**src/common/protsw_defines.svh**
```systemverilog
// Purpose: offsets, field positions, reset values and timing counts
// Assumes: 100 MHz mclk, byte addressed register port
// Notes: definitions only
`ifndef PROTSW_DEFINES_SVH
`define PROTSW_DEFINES_SVH
// ==========================================================
// register offsets
`define OFS_CTRL 8'h00
`define OFS_CMD 8'h04
`define OFS_STATUS 8'h08
`define OFS_EVENT 8'h0c
`define OFS_DEG_THR 8'h10
// ==========================================================
// field positions
`define CTRL_CONN_AUTO 0
`define CTRL_SECT_AUTO 1
`define CMD_CONN_SW 0
`define CMD_SECT_SW 1
`define EVT_CONN_SW 0
`define EVT_SECT_SW 1
`define EVT_CONN_REF 2
`define EVT_SECT_REF 3
// ==========================================================
// reset values
`define CTRL_RST 2'h3
`define DEG_THR_RST 16'h0010
// ==========================================================
// timing
`define CLK_PERIOD_NS 10
`define DEG_WINDOW_NS 1000000
`define DEG_WINDOW_CYC (`DEG_WINDOW_NS / `CLK_PERIOD_NS)
`endif

```
**src/common/protsw_pkg.sv**
```systemverilog
// Purpose: shared types of the protection selector
// Assumes: nothing
// Notes: constants live in protsw_defines.svh
package protsw_pkg;
  // ==========================================================
  // group members
  typedef enum logic {MEMBER_A = 1'b0, MEMBER_B = 1'b1} member_e;
  // ==========================================================
  // carriers
  typedef struct packed {
    logic los;
    logic ais;
  } conn_alarm_s;
  typedef struct packed {
    logic los;
    logic lof;
    logic ms_ais;
    logic rs_tim;
    logic equip;
  } sect_alarm_s;
  typedef struct packed {
    logic [7:0] addr;
    logic [31:0] wdata;
    logic wr;
    logic rd;
  } reg_req_s;
endpackage : protsw_pkg

```
**src/design/protection_switch.sv**
```systemverilog
// Purpose: 1+1 connection and section protection selectors
// Assumes: all inputs synchronous to mclk, 100 MHz
// Notes: registers on a plain strobe port, read data one cycle later
//
// The placing of the registers and the strobed register port were chosen for this implementation.
`timescale 1ns/1ns
`include "protsw_defines.svh"
module protection_switch #(
  parameter int TRIB_W = 63,
  parameter int DEG_WINDOW_CYC = `DEG_WINDOW_CYC,
  parameter int THR_W = 16
) (
  input wire logic mclk,
  input wire logic rst_n,
  input protsw_pkg::reg_req_s reg_req,
  output logic [31:0] rd_data,
  input protsw_pkg::conn_alarm_s conn_alarm_a,
  input protsw_pkg::conn_alarm_s conn_alarm_b,
  input wire logic [1:0] conn_rx_in,
  input wire logic conn_tx_in,
  output logic [1:0] conn_tx_out,
  output logic conn_rx_out,
  output protsw_pkg::member_e conn_active,
  input protsw_pkg::sect_alarm_s sect_alarm_a,
  input protsw_pkg::sect_alarm_s sect_alarm_b,
  input wire logic [1:0] sect_bip_err,
  input wire logic [TRIB_W-1:0] sect_trib_a,
  input wire logic [TRIB_W-1:0] sect_trib_b,
  output logic [TRIB_W-1:0] sect_trib_out,
  input wire logic sect_tx_in,
  output logic [1:0] sect_tx_out,
  output protsw_pkg::member_e sect_active,
  output logic [1:0] unit_intercommunication_bus
);
  localparam int WIN_W = $clog2(DEG_WINDOW_CYC + 1);
  localparam logic [WIN_W-1:0] WIN_LAST = WIN_W'(DEG_WINDOW_CYC - 1);

  logic [1:0] ctrl_reg;
  logic [THR_W-1:0] degrade_thr_reg;
  logic [3:0] event_reg;
  logic [WIN_W-1:0] win_cnt_reg;
  logic win_tick_reg;
  logic conn_req;
  logic sect_req;
  logic [1:0] conn_fail_flag;
  logic [1:0] conn_degrade_flag;
  logic [1:0] sect_fail_flag;
  logic [1:0] sect_degrade_flag;
  logic conn_sw;
  logic conn_ref;
  logic sect_sw;
  logic sect_ref;
  logic [1:0] conn_fail;
  logic [1:0] sect_fail;
  logic [31:0] rd_next;
  logic conn_sel;
  logic sect_sel;

  // ==========================================================
  // command decode: a write to the command word is a one-shot request
  assign conn_req = reg_req.wr && (reg_req.addr == `OFS_CMD) &&
                    reg_req.wdata[`CMD_CONN_SW];
  assign sect_req = reg_req.wr && (reg_req.addr == `OFS_CMD) &&
                    reg_req.wdata[`CMD_SECT_SW];

  // ==========================================================
  // failure criteria per group
  // loss or AIS only; AIS from far nodes arrives as a plain alarm
  assign conn_fail[0] = conn_alarm_a.los | conn_alarm_a.ais;
  assign conn_fail[1] = conn_alarm_b.los | conn_alarm_b.ais;
  // local equipment failure folded into the failure flag
  assign sect_fail[0] = |sect_alarm_a;
  assign sect_fail[1] = |sect_alarm_b;

  // ==========================================================
  // degrade window divider
  always_ff @(posedge mclk) begin
    if (!rst_n) begin
      win_cnt_reg <= '0;
      win_tick_reg <= 1'b0;
    end else if (win_cnt_reg == WIN_LAST) begin
      win_cnt_reg <= '0;
      win_tick_reg <= 1'b1;
    end else begin
      win_cnt_reg <= win_cnt_reg + 1'b1;
      win_tick_reg <= 1'b0;
    end
  end

  // ==========================================================
  // two separate groups, no shared switching state
  group_selector #(
    .USE_DEGRADE(1'b0),
    .CNT_W(THR_W)
  ) u_conn (
    .mclk(mclk),
    .rst_n(rst_n),
    .auto_mode(ctrl_reg[`CTRL_CONN_AUTO]),
    .sw_req(conn_req),
    .fail_in(conn_fail),
    .bip_err(2'h0),
    .window_tick(win_tick_reg),
    .degrade_thresh(degrade_thr_reg),
    .active_reg(conn_active),
    .signal_failure_flag_reg(conn_fail_flag),
    .signal_degrade_flag_reg(conn_degrade_flag),
    .switched_reg(conn_sw),
    .refused_reg(conn_ref)
  );

  group_selector #(
    .USE_DEGRADE(1'b1),
    .CNT_W(THR_W)
  ) u_sect (
    .mclk(mclk),
    .rst_n(rst_n),
    .auto_mode(ctrl_reg[`CTRL_SECT_AUTO]),
    .sw_req(sect_req),
    .fail_in(sect_fail),
    .bip_err(sect_bip_err),
    .window_tick(win_tick_reg),
    .degrade_thresh(degrade_thr_reg),
    .active_reg(sect_active),
    .signal_failure_flag_reg(sect_fail_flag),
    .signal_degrade_flag_reg(sect_degrade_flag),
    .switched_reg(sect_sw),
    .refused_reg(sect_ref)
  );

  // ==========================================================
  // traffic path
  assign conn_sel = conn_active;
  assign sect_sel = sect_active;

  // transmit bridged to both members, whatever the selectors do
  always_ff @(posedge mclk) begin
    if (!rst_n) begin
      conn_tx_out <= 2'h0;
      sect_tx_out <= 2'h0;
    end else begin
      conn_tx_out <= {2{conn_tx_in}};
      sect_tx_out <= {2{sect_tx_in}};
    end
  end

  // receive picks the active member; transmit is never steered by it
  always_ff @(posedge mclk) begin
    if (!rst_n) begin
      conn_rx_out <= 1'b0;
      sect_trib_out <= '0;
    end else begin
      conn_rx_out <= conn_rx_in[conn_sel];
      sect_trib_out <= sect_sel ? sect_trib_b : sect_trib_a;
    end
  end

  // partner unit told which unit is active and whether it has failed
  always_ff @(posedge mclk) begin
    if (!rst_n) begin
      unit_intercommunication_bus <= 2'h0;
    end else begin
      unit_intercommunication_bus <= {sect_fail_flag[sect_sel], sect_sel};
    end
  end

  // ==========================================================
  // control registers
  always_ff @(posedge mclk) begin
    if (!rst_n) begin
      ctrl_reg <= `CTRL_RST;
      degrade_thr_reg <= `DEG_THR_RST;
    end else if (reg_req.wr) begin
      if (reg_req.addr == `OFS_CTRL) begin
        ctrl_reg <= reg_req.wdata[1:0];
      end
      if (reg_req.addr == `OFS_DEG_THR) begin
        degrade_thr_reg <= reg_req.wdata[THR_W-1:0];
      end
    end
  end

  // sticky events, write one to clear; a new event beats the clear
  always_ff @(posedge mclk) begin
    if (!rst_n) begin
      event_reg <= 4'h0;
    end else begin
      event_reg <= (event_reg &
                    ~((reg_req.wr && (reg_req.addr == `OFS_EVENT)) ?
                      reg_req.wdata[3:0] : 4'h0)) |
                   {sect_ref, conn_ref, sect_sw, conn_sw};
    end
  end

  // ==========================================================
  // read mux; unmapped offsets read as zero
  always_comb begin
    rd_next = 32'h0;
    unique case (reg_req.addr)
      `OFS_CTRL: rd_next[1:0] = ctrl_reg;
      `OFS_STATUS: rd_next[7:0] = {sect_degrade_flag, sect_fail_flag,
                                   conn_fail_flag, sect_sel, conn_sel};
      `OFS_EVENT: rd_next[3:0] = event_reg;
      `OFS_DEG_THR: rd_next[THR_W-1:0] = degrade_thr_reg;
      default: rd_next = 32'h0;
    endcase
  end

  always_ff @(posedge mclk) begin
    if (!rst_n) begin
      rd_data <= 32'h0;
    end else if (reg_req.rd) begin
      rd_data <= rd_next;
    end else begin
      rd_data <= 32'h0; // data valid only in the cycle after the strobe
    end
  end

  // ==========================================================
  // checks
  logic conn_act_bad;
  logic conn_pas_bad;
  logic sect_act_bad;
  logic sect_pas_bad;
  assign conn_act_bad = conn_fail_flag[conn_sel];
  assign conn_pas_bad = conn_fail_flag[~conn_sel];
  assign sect_act_bad = sect_fail_flag[sect_sel] |
                        sect_degrade_flag[sect_sel];
  assign sect_pas_bad = sect_fail_flag[~sect_sel] |
                        sect_degrade_flag[~sect_sel];
endmodule : protection_switch

```
**src/design/group_selector.sv**
```systemverilog
// Purpose: one 1+1 group: failure and degrade flags, active member choice
// Assumes: fail_in and bip_err synchronous to mclk
// Notes: non-revertive; degrade only when USE_DEGRADE is set
`timescale 1ns/1ns
module group_selector #(
  parameter bit USE_DEGRADE = 1'b1,
  parameter int CNT_W = 16
) (
  input wire logic mclk,
  input wire logic rst_n,
  input wire logic auto_mode,
  input wire logic sw_req,
  input wire logic [1:0] fail_in,
  input wire logic [1:0] bip_err,
  input wire logic window_tick,
  input wire logic [CNT_W-1:0] degrade_thresh,
  output protsw_pkg::member_e active_reg,
  output logic [1:0] signal_failure_flag_reg,
  output logic [1:0] signal_degrade_flag_reg,
  output logic switched_reg,
  output logic refused_reg
);
  protsw_pkg::member_e active_next;
  logic act;
  logic act_bad;
  logic pas_bad;
  logic go;
  logic refuse;
  logic [CNT_W-1:0] err_cnt [2];

  // ==========================================================
  // failure flags, one cycle behind the alarm pins
  always_ff @(posedge mclk) begin
    if (!rst_n) begin
      signal_failure_flag_reg <= 2'h0;
    end else begin
      signal_failure_flag_reg <= fail_in;
    end
  end

  // ==========================================================
  // degrade: parity errors counted per window, judged at its end
  for (genvar i = 0; i < 2; i++) begin : g_deg
    always_ff @(posedge mclk) begin
      if (!rst_n) begin
        err_cnt[i] <= '0;
        signal_degrade_flag_reg[i] <= 1'b0;
      end else if (window_tick) begin
        err_cnt[i] <= '0;
        signal_degrade_flag_reg[i] <= USE_DEGRADE &&
          (degrade_thresh != '0) && (err_cnt[i] >= degrade_thresh);
      end else if (bip_err[i] && (err_cnt[i] != '1)) begin
        err_cnt[i] <= err_cnt[i] + 1'b1; // saturates, no wrap
      end
    end
  end

  // ==========================================================
  // switch decision
  always_comb begin
    act = active_reg;
    act_bad = signal_failure_flag_reg[act] |
              signal_degrade_flag_reg[act];
    pas_bad = signal_failure_flag_reg[~act] |
              signal_degrade_flag_reg[~act];
    go = 1'b0;
    refuse = 1'b0;
    if (auto_mode) begin
      if (sw_req && pas_bad) begin
        refuse = 1'b1;
      end else if (sw_req) begin
        go = 1'b1;
      end else if (act_bad && !pas_bad) begin
        go = 1'b1;
      end
    end else begin
      go = sw_req;
    end
  end

  // two members only; recovery never pulls back
  always_comb begin
    active_next = active_reg;
    unique case (active_reg)
      protsw_pkg::MEMBER_A: begin
        if (go) active_next = protsw_pkg::MEMBER_B;
      end
      protsw_pkg::MEMBER_B: begin
        if (go) active_next = protsw_pkg::MEMBER_A;
      end
    endcase
  end

  // ==========================================================
  // state and event pulses
  always_ff @(posedge mclk) begin
    if (!rst_n) begin
      active_reg <= protsw_pkg::MEMBER_A;
      switched_reg <= 1'b0;
      refused_reg <= 1'b0;
    end else begin
      active_reg <= active_next;
      switched_reg <= go;
      refused_reg <= refuse;
    end
  end
endmodule : group_selector

```
**config.mk**
```make
export PLATFORM = sky130hd
export DESIGN_NAME = protection_switch
export DESIGN_NICKNAME = d
export VERILOG_FILES = /design/src/common/protsw_pkg.sv /design/src/design/protection_switch.sv /design/src/design/group_selector.sv
export VERILOG_INCLUDE_DIRS = /design/src /design/src/common
export SDC_FILE = /design/constraint.sdc
export NUM_CORES = 1
export LEC_CHECK = 0
export BUFFER_PORTS_ARGS = -buffer_cell sky130_fd_sc_hd__buf_4
export CELL_PAD_IN_SITES_DETAIL_PLACEMENT = 1
export CELL_PAD_IN_SITES_GLOBAL_PLACEMENT = 1
export CORE_ASPECT_RATIO = 1.4
export CORE_UTILIZATION = 36
export CTS_CLUSTER_SIZE = 10
export DETAILED_ROUTE_END_ITERATION = 10
export GPL_TIMING_DRIVEN = 0
export PLACE_DENSITY = 0.81
export SLEW_MARGIN = 20
export SYNTH_ARGS = -nofsm -noshare
export SYNTH_HDL_FRONTEND = slang
export SYNTH_HIERARCHICAL = 1
export SYNTH_SLANG_ARGS = --single-unit
```
**constraint.sdc**
```tcl
create_clock -name mclk -period 2.9 [get_ports mclk]
set_clock_uncertainty 0.15 [all_clocks]
set_input_delay 0.58 -clock mclk [delete_from_list [all_inputs] [get_ports mclk]]
set_output_delay 0.58 -clock mclk [all_outputs]
set_load 0.02 [all_outputs]
```
# After elaboration in Yosys (flattened, before gate mapping)
# Memories as Yosys holds them, arrays and structs flattened.
# Index checks and enable logic that the tools add are counted.
[word_totals]
wordCells = 135
mem_count = 1
mem_bits_rw = 32
register_bits = 152
input_bits = 190
out_inout_bits = 104
[classes]
n_mux = 54
n_lt_le_gt_ge = 6
n_eq_ne = 7
reduce_logical = 25
bitwise_logic = 16
add_sub_neg = 3
[memory_table]
columns = ["memory", "depth", "width", "read_ports", "rd_clocked_by_memory_dff", "wr", "line", "text"]
rows = [
  ["u_sect.err_cnt", 2, 16, 2, 0, 2, "group_selector.sv:29", "logic [CNT_W-1:0] err_cnt [2];"],
]
[ops]
columns = ["op", "count"]
rows = [
  ["16-bit two-way mux", 4],
  ["63-bit two-way mux", 1],
  ["1-bit two-way mux", 43],
  ["16-bit by 1-bit adder with 16-bit output, second input constant", 2],
  ["16-bit greater-or-equal comparator", 2],
  ["16-bit inequality test, second input constant", 2],
  ["17-bit by 1-bit adder with 17-bit output, second input constant", 1],
  ["17-bit == test, second input constant", 1],
  ["8-bit by 4-bit == test with 1-bit output, second input constant", 2],
  ["16-bit nonzero test", 1],
  ["1-bit logical AND", 12],
  ["1-bit OR", 10],
  ["2-bit AND reduction", 5],
  ["5-bit OR reduction", 2],
  ["8-bit by 3-bit == test with 1-bit output, second input constant", 1],
  ["8-bit by 5-bit == test with 1-bit output, second input constant", 1],
  ["8-bit zero test", 1],
  ["1-bit by 2-bit < comparator with 1-bit output, second input constant", 4],
  ["2-bit case mux with 4 select lines", 1],
  ["4-bit case mux with 2 select lines", 1],
  ["2-bit case mux with 3 select lines", 1],
  ["4-bit AND", 1],
  ["4-bit two-way mux", 1],
  ["4-bit inverter", 1],
  ["6 further kinds", 10],
]

# Logic depth before layout (Yosys ltp)
# Gate-level depths: netlist of the first run.
[depth]
depth_word = 12
mapped_depth = 7
depth_no_buf = 7

# Cells and area by module
# The synthesis of the first run kept the hierarchy.
[modules_own_cells]
columns = ["mod", "cells_per_inst", "seq_area_each_um2", "area_per_inst_um2", "n_inst"]
rows = [
  ["protection_switch", 493, 2482.4, 4745.8, 1],
  ["group_selector at u_sect", 283, 1101.1, 2761.4, 1],
  ["group_selector at u_conn", 20, 100.1, 216.5, 1],
]

# Worst setup path after synthesis of the first run
# OpenSTA, ideal clock, no wires.
[synth_path]
path_type = "register -> register"
from = "mem u_sect.err_cnt[0][0]"
to = "mem u_sect.err_cnt[0][0], enable pin"
path_slack_ps = 624
n_path_buf = 0
setup_time_ps = 365
synth_period_minus_slack_ps = 2276
t_arrival_ps = 1761
path_stages_with_launch = 6
required_time_ps = 2385
path_cell_list = "edfxtp_1 -> ha_1 -> nand3_1 -> or4_4 -> o21ai_0 -> nand2_1"
[synth_rtl]
columns = ["item", "line"]
rows = [
  ["start: declaration", "group_selector.sv:29"],
]

==> impl_metrics.json, run 1 <==
{
  "rsz0062_at_grt": "false",
  "crit_type": "reg2reg",
  "violations": "DRC",
  "htreeDepth": 4,
  "critPathCaptureType": "flop",
  "largest_reg_flops": 63,
  "grt_pass1_wl_mm": 38.9,
  "drive_above_1_share_pct": 30.9,
  "arrival_ps": 2600,
  "worstReg2RegStart": "u_sect/err_cnt[1][1]$_SDFFCE_PN0P_",
  "fin_crit_ps": 2570,
  "cts.sink_count": 168,
  "rows": 63,
  "start_kind": "flop",
  "port_buffers": 261,
  "tns_ps": 0,
  "drv_cap": 0,
  "syn_area_per_cell_um2": 9.72,
  "dieArea_mm2": 0.0220,
  "worstRegToRegCells": 7,
  "p_per_area_mw_per_mm2": 530,
  "worstPathMaxFanout": 10,
  "gr-usage-all-layers_pct": 23.2,
  "vias": 6935,
  "drt_iter0_markers": 292,
  "boundaryPins": 294,
  "routed_wl_mm": 25.0,
  "syn_to_final_growth_pct": 37.9,
  "synth_warnings": 6,
  "slew_headroom_pct": 50.0,
  "grt_max_degree": 19,
  "critical_path_required_ps": 2920,
  "p_leak_nw": 4.55,
  "critPathCapture": "u_sect/err_cnt[1][10]$_SDFFCE_PN0P_",
  "first_pass_iters": 7,
  "worst_pin_slew_ps": 751,
  "cts_tree": "built",
  "die_w_um": 126,
  "initial_core_util_pct": 36.6,
  "cts_root_buf": "clkbuf_16",
  "via_per_inst": 5.10,
  "r2r-end": "u_sect/err_cnt[1][10]$_SDFFCE_PN0P_",
  "core_mm2": 0.0210,
  "r2r_slack_ps": 330,
  "max_clock_freq_ghz": 0.388,
  "drc": 6,
  "antenna_found_initial": 0,
  "setup_viol": 0,
  "overflow": 0,
  "ant_nets": 0,
  "hold_violations": 0,
  "drv_slew": 0,
  "fin_cells": 1361,
  "first_global_vias": 7465,
  "cts_max_path_buffers": 2,
  "clk_latency_ps": 430,
  "dp.cells": 1329,
  "n_antenna_cell": 0,
  "post_drt_wl_per_cell_um": 18.4,
  "fin_nets": 1313,
  "cts.reportedPaths.clkPinSlew_ps": 70,
  "die_y_um": 175,
  "outcome": "finished, violations left",
  "synth_area_mm2": 0.00770,
  "syn_inst": 793,
  "hold_path.class": "in2reg",
  "peakVddDrop_mv": 0.376,
  "fillers": 2435,
  "fin_crit_sh_pct": 88.8,
  "critical_path.startpoint": "u_sect/err_cnt[1][1]$_SDFFCE_PN0P_",
  "dp_hpwl_mm": 19.9,
  "gp_congestion": 0.861,
  "cts_made_buffers": 17
}
cells in the final DEF (no fill, tap or decap), types with 17 or more instances in the layout:
cell,count
nor3_1,17
clkbuf_16,17
edfxtp_1,32
xnor2_1,22
dfxtp_1,136
o21ai_0,29
and2_1,20
ha_1,35
nor2_1,124
inv_1,25
mux2i_1,68
a21oi_1,20
nand3_1,30
xor2_1,18
nand2_1,47
clkbuf_1,19
buf_4,280
power breakdown:
part	internal (W)	total, W	leakage, nW	switching [W]
registers	0.00249	0.00258	1.47	0.0000894
logic	0.000419	0.000834	2.79	0.000415
clock network	0.00115	0.00222	0.282	0.00107
total	0.00406	0.00563	4.55	0.00157
area by class of cell:
cell class | count | area [um2] | share of cell area [%]
clock inverter | 15 | 151 | 1.42
tap | 260 | 325 | 3.06
sequential | 168 | 3680 | 34.7
buffer | 50 | 277 | 2.60
timing repair buffer | 261 | 1960 | 18.4
inverter | 26 | 97.6 | 0.919
multi-input combinational | 564 | 3710 | 34.9
clock buffer | 17 | 425 | 4.00
metrics by stage:
step | utilization, % | setup slack (ps) | area (um2) | hold WS, ps | power, W
final | 50.5 | 325 | 10600 | 202 | 0.00563
after global routing | 50.5 | 185 | 10600 | 191 | 0.00586
after CTS | 50.5 | 178 | 10600 | 189 | 0.00569
after detailed placement | 47.7 | 214 | 10000 | 345 | 0.00347
after global placement | 47.7 | 271 | 10000 | 309 | 0.00344
after floorplan | - | 624 | 7760 | 291 | 0.00304
routing by layer:
layer	GRT usage, %	part of all wire, %	wire length (um)
met4	9.40	2.9	713
met1	22.5	36	8920
met5	0	0	0
met2	46.1	56	14100
met3	5.66	5.1	1280
timing repair:
item,in CTS,in global routing
setup buffers,0,0
resized for setup,0,1
setup endpoints to repair,0,16
hold buffers,0,0
how the worst min path moves through the flow:
| stage | start | cells past startpoint | slack [ps] | end |
|---|---|---|---|---|
| 2_1_floorplan | win_cnt_reg[0]$_SDFF_PP0_ | 1 | 290 | win_cnt_reg[0]$_SDFF_PP0_ |
| 3_3_place_gp | win_cnt_reg[0]$_SDFF_PP0_ | 1 | 310 | win_cnt_reg[0]$_SDFF_PP0_ |
| 3_5_place_dp | win_cnt_reg[15]$_SDFF_PP0_ | 2 | 340 | win_cnt_reg[15]$_SDFF_PP0_ |
| 4_1_cts | conn_tx_in | 2 | 190 | conn_tx_out[0]$_SDFF_PN0_ |
| 5_1_grt | sect_tx_in | 2 | 190 | sect_tx_out[0]$_SDFF_PN0_ |
| 6_report | conn_tx_in | 2 | 200 | conn_tx_out[0]$_SDFF_PN0_ |
worst max-delay path: stages (launching register included):
cell      delay (ps)
edfxtp_1         430
ha_1             210
and3_1           150
clkbuf_1         270
nand2_1          180
o31ai_2          500
buf_2            340
nor2_1            90
Power figures use the tool's default switching activity.
==> inputs of run 2 (changes only) <==
--- a/config.mk
+++ b/config.mk
@@ -13,7 +13,6 @@
 export CORE_UTILIZATION = 36
 export CTS_CLUSTER_SIZE = 10
 export DETAILED_ROUTE_END_ITERATION = 10
-export GPL_TIMING_DRIVEN = 0
 export PLACE_DENSITY = 0.81
 export SLEW_MARGIN = 20
 export SYNTH_ARGS = -nofsm -noshare
==> impl_metrics.json, run 2 (synthesis gave the netlist of run 1 again) <==
{
  "drive_above_1_share_pct": 30.5,
  "cts.sink_count": 168,
  "hold_buffers": 0,
  "first_global_vias": 7288,
  "ant_nets": 0,
  "worstPathMaxFanout": 16,
  "arrival_ps": 2440,
  "critPathCaptureType": "flop",
  "fin_nets": 1276,
  "critPathCapture": "u_sect/err_cnt[0][0]$_SDFFCE_PN0P_",
  "cts_max_path_buffers": 2,
  "initial_core_util_pct": 36.6,
  "tns_ps": 0,
  "die_w_um": 126,
  "setup_viol": 0,
  "r2r_slack_ps": 320,
  "layout_commonest_cell": "buf_4",
  "critical_path.startpoint": "u_sect/err_cnt[0][0]$_SDFFCE_PN0P_",
  "hold_path.class": "in2reg",
  "r2r-end": "u_sect/err_cnt[0][0]$_SDFFCE_PN0P_",
  "drc": 6,
  "grt_max_degree": 38,
  "worstRegToRegCells": 5,
  "totalPowerFinal_w": 0.00585,
  "core_mm2": 0.0210,
  "via_per_inst": 5.11,
  "clk_latency_ps": 430,
  "cts_root_buf": "clkbuf_16",
  "fin_cells": 1325,
  "hold_depth": 2,
  "cts_made_buffers": 17,
  "boundaryPins": 294,
  "slew_headroom_pct": 51.1,
  "vias": 6776,
  "drv_cap": 0,
  "worst_pin_slew_ps": 732,
  "overflow": 0,
  "port_buffers": 261,
  "max_clock_freq_ghz": 0.388,
  "drt_iter0_markers": 384,
  "fin_crit_ps": 2580,
  "syn_to_final_growth_pct": 36.7,
  "rsz0062_at_grt": "false",
  "outcome": "finished, violations left",
  "start_kind": "flop",
  "cts_tree": "built",
  "first_pass_iters": 10,
  "worstReg2RegStart": "u_sect/err_cnt[0][0]$_SDFFCE_PN0P_",
  "dp_hpwl_mm": 18.8,
  "largest_reg_flops": 63,
  "crit_type": "reg2reg",
  "critical_path_required_ps": 2770,
  "p_per_area_mw_per_mm2": 555,
  "gp_congestion": 0.841,
  "routed_wl_mm": 23.7,
  "cts_resized": 0,
  "hp-start": "conn_tx_in",
  "rows": 63,
  "dieArea_mm2": 0.0220,
  "antenna_found_initial": 1,
  "cts_setup_buffers": 0,
  "timing.final.ws_setup_ps": 324,
  "fin_crit_sh_pct": 88.8,
  "dp_slack_ps": 295,
  "post-route-util_pct": 50.0,
  "post_drt_wl_per_cell_um": 17.9,
  "drv_slew": 0,
  "hold_violations": 0,
  "violations": "DRC",
  "cts.reportedPaths.clkPinSlew_ps": 60,
  "die_y_um": 175,
  "htreeDepth": 4,
  "gr-usage-all-layers_pct": 22.2,
  "fillers": 2394,
  "final_cell_mix": "273 x buf_4, 135 x dfxtp_1, 124 x nor2_1",
  "p_leak_nw": 4.48,
  "peakVddDrop_mv": 0.367,
  "dp.cells": 1292,
  "grt_pass1_wl_mm": 37.5
}
## run 2: changes by cell type in the layout (fill, tap and decap cells not counted), sizes merged
cell / delta
buf: -17
bufinv: +2
clkbuf: -16
clkinv: -4
diode: +1
inv: -2
## run 2: critical path, cell delays in order (launching register included)
cell and delay [ps]:
edfxtp_1 410, ha_1 220, nand3_1 170, or4_4 610, o21ai_0 180, nand2_1 420
## run 2: cell type report
| cell class | instances | area [um2] | share of cell area, % |
|---|---|---|---|
| antenna | 1 | 2.50 | 0.0238 |
| clock buffer | 21 | 503 | 4.78 |
| clock inverter | 11 | 143 | 1.35 |
| inverter | 26 | 97.6 | 0.927 |
| multi-input combinational | 564 | 3700 | 35.2 |
| sequential | 168 | 3690 | 35.0 |
| tap | 260 | 325 | 3.09 |
| timing repair buffer | 274 | 2070 | 19.7 |
## run 2: per-stage QoR
stage               hold slack [ps]  instance area (um2)
global route                    202                10500
detailed placement              314                 9880
CTS                             189                10500
finish                          211                10500
floorplan                       291                 7760
global placement                316                 9880
## run 2: power breakdown
| part | internal, W | total (W) | switching (W) |
|---|---|---|---|
| Clock | 0.00145 | 0.00246 | 0.00101 |
| Sequential | 0.00249 | 0.00260 | 0.000104 |
| Combinational | 0.000405 | 0.000792 | 0.000386 |
| Total | 0.00435 | 0.00585 | 0.00150 |
## run 2: worst min path at each step
stage	slack, ps	to
floorplan	290	win_cnt_reg[0]$_SDFF_PP0_
global placement	320	win_cnt_reg[0]$_SDFF_PP0_
detailed placement	310	win_cnt_reg[0]$_SDFF_PP0_
CTS	190	sect_tx_out[0]$_SDFF_PN0_
global route	200	sect_tx_out[0]$_SDFF_PN0_
finish	210	conn_tx_out[0]$_SDFF_PN0_
## run 2: routing by layer
| layer | global-route usage [%] | up-vias | wire length [um] |
|---|---|---|---|
| met3 | 5.97 | 37 | 1460 |
| met5 | 0 | - | 0 |
| li1 | - | 3254 | - |
| met2 | 44.0 | 235 | 13400 |
| met4 | 8.89 | 0 | 571 |
| met1 | 21.3 | 3250 | 8240 |
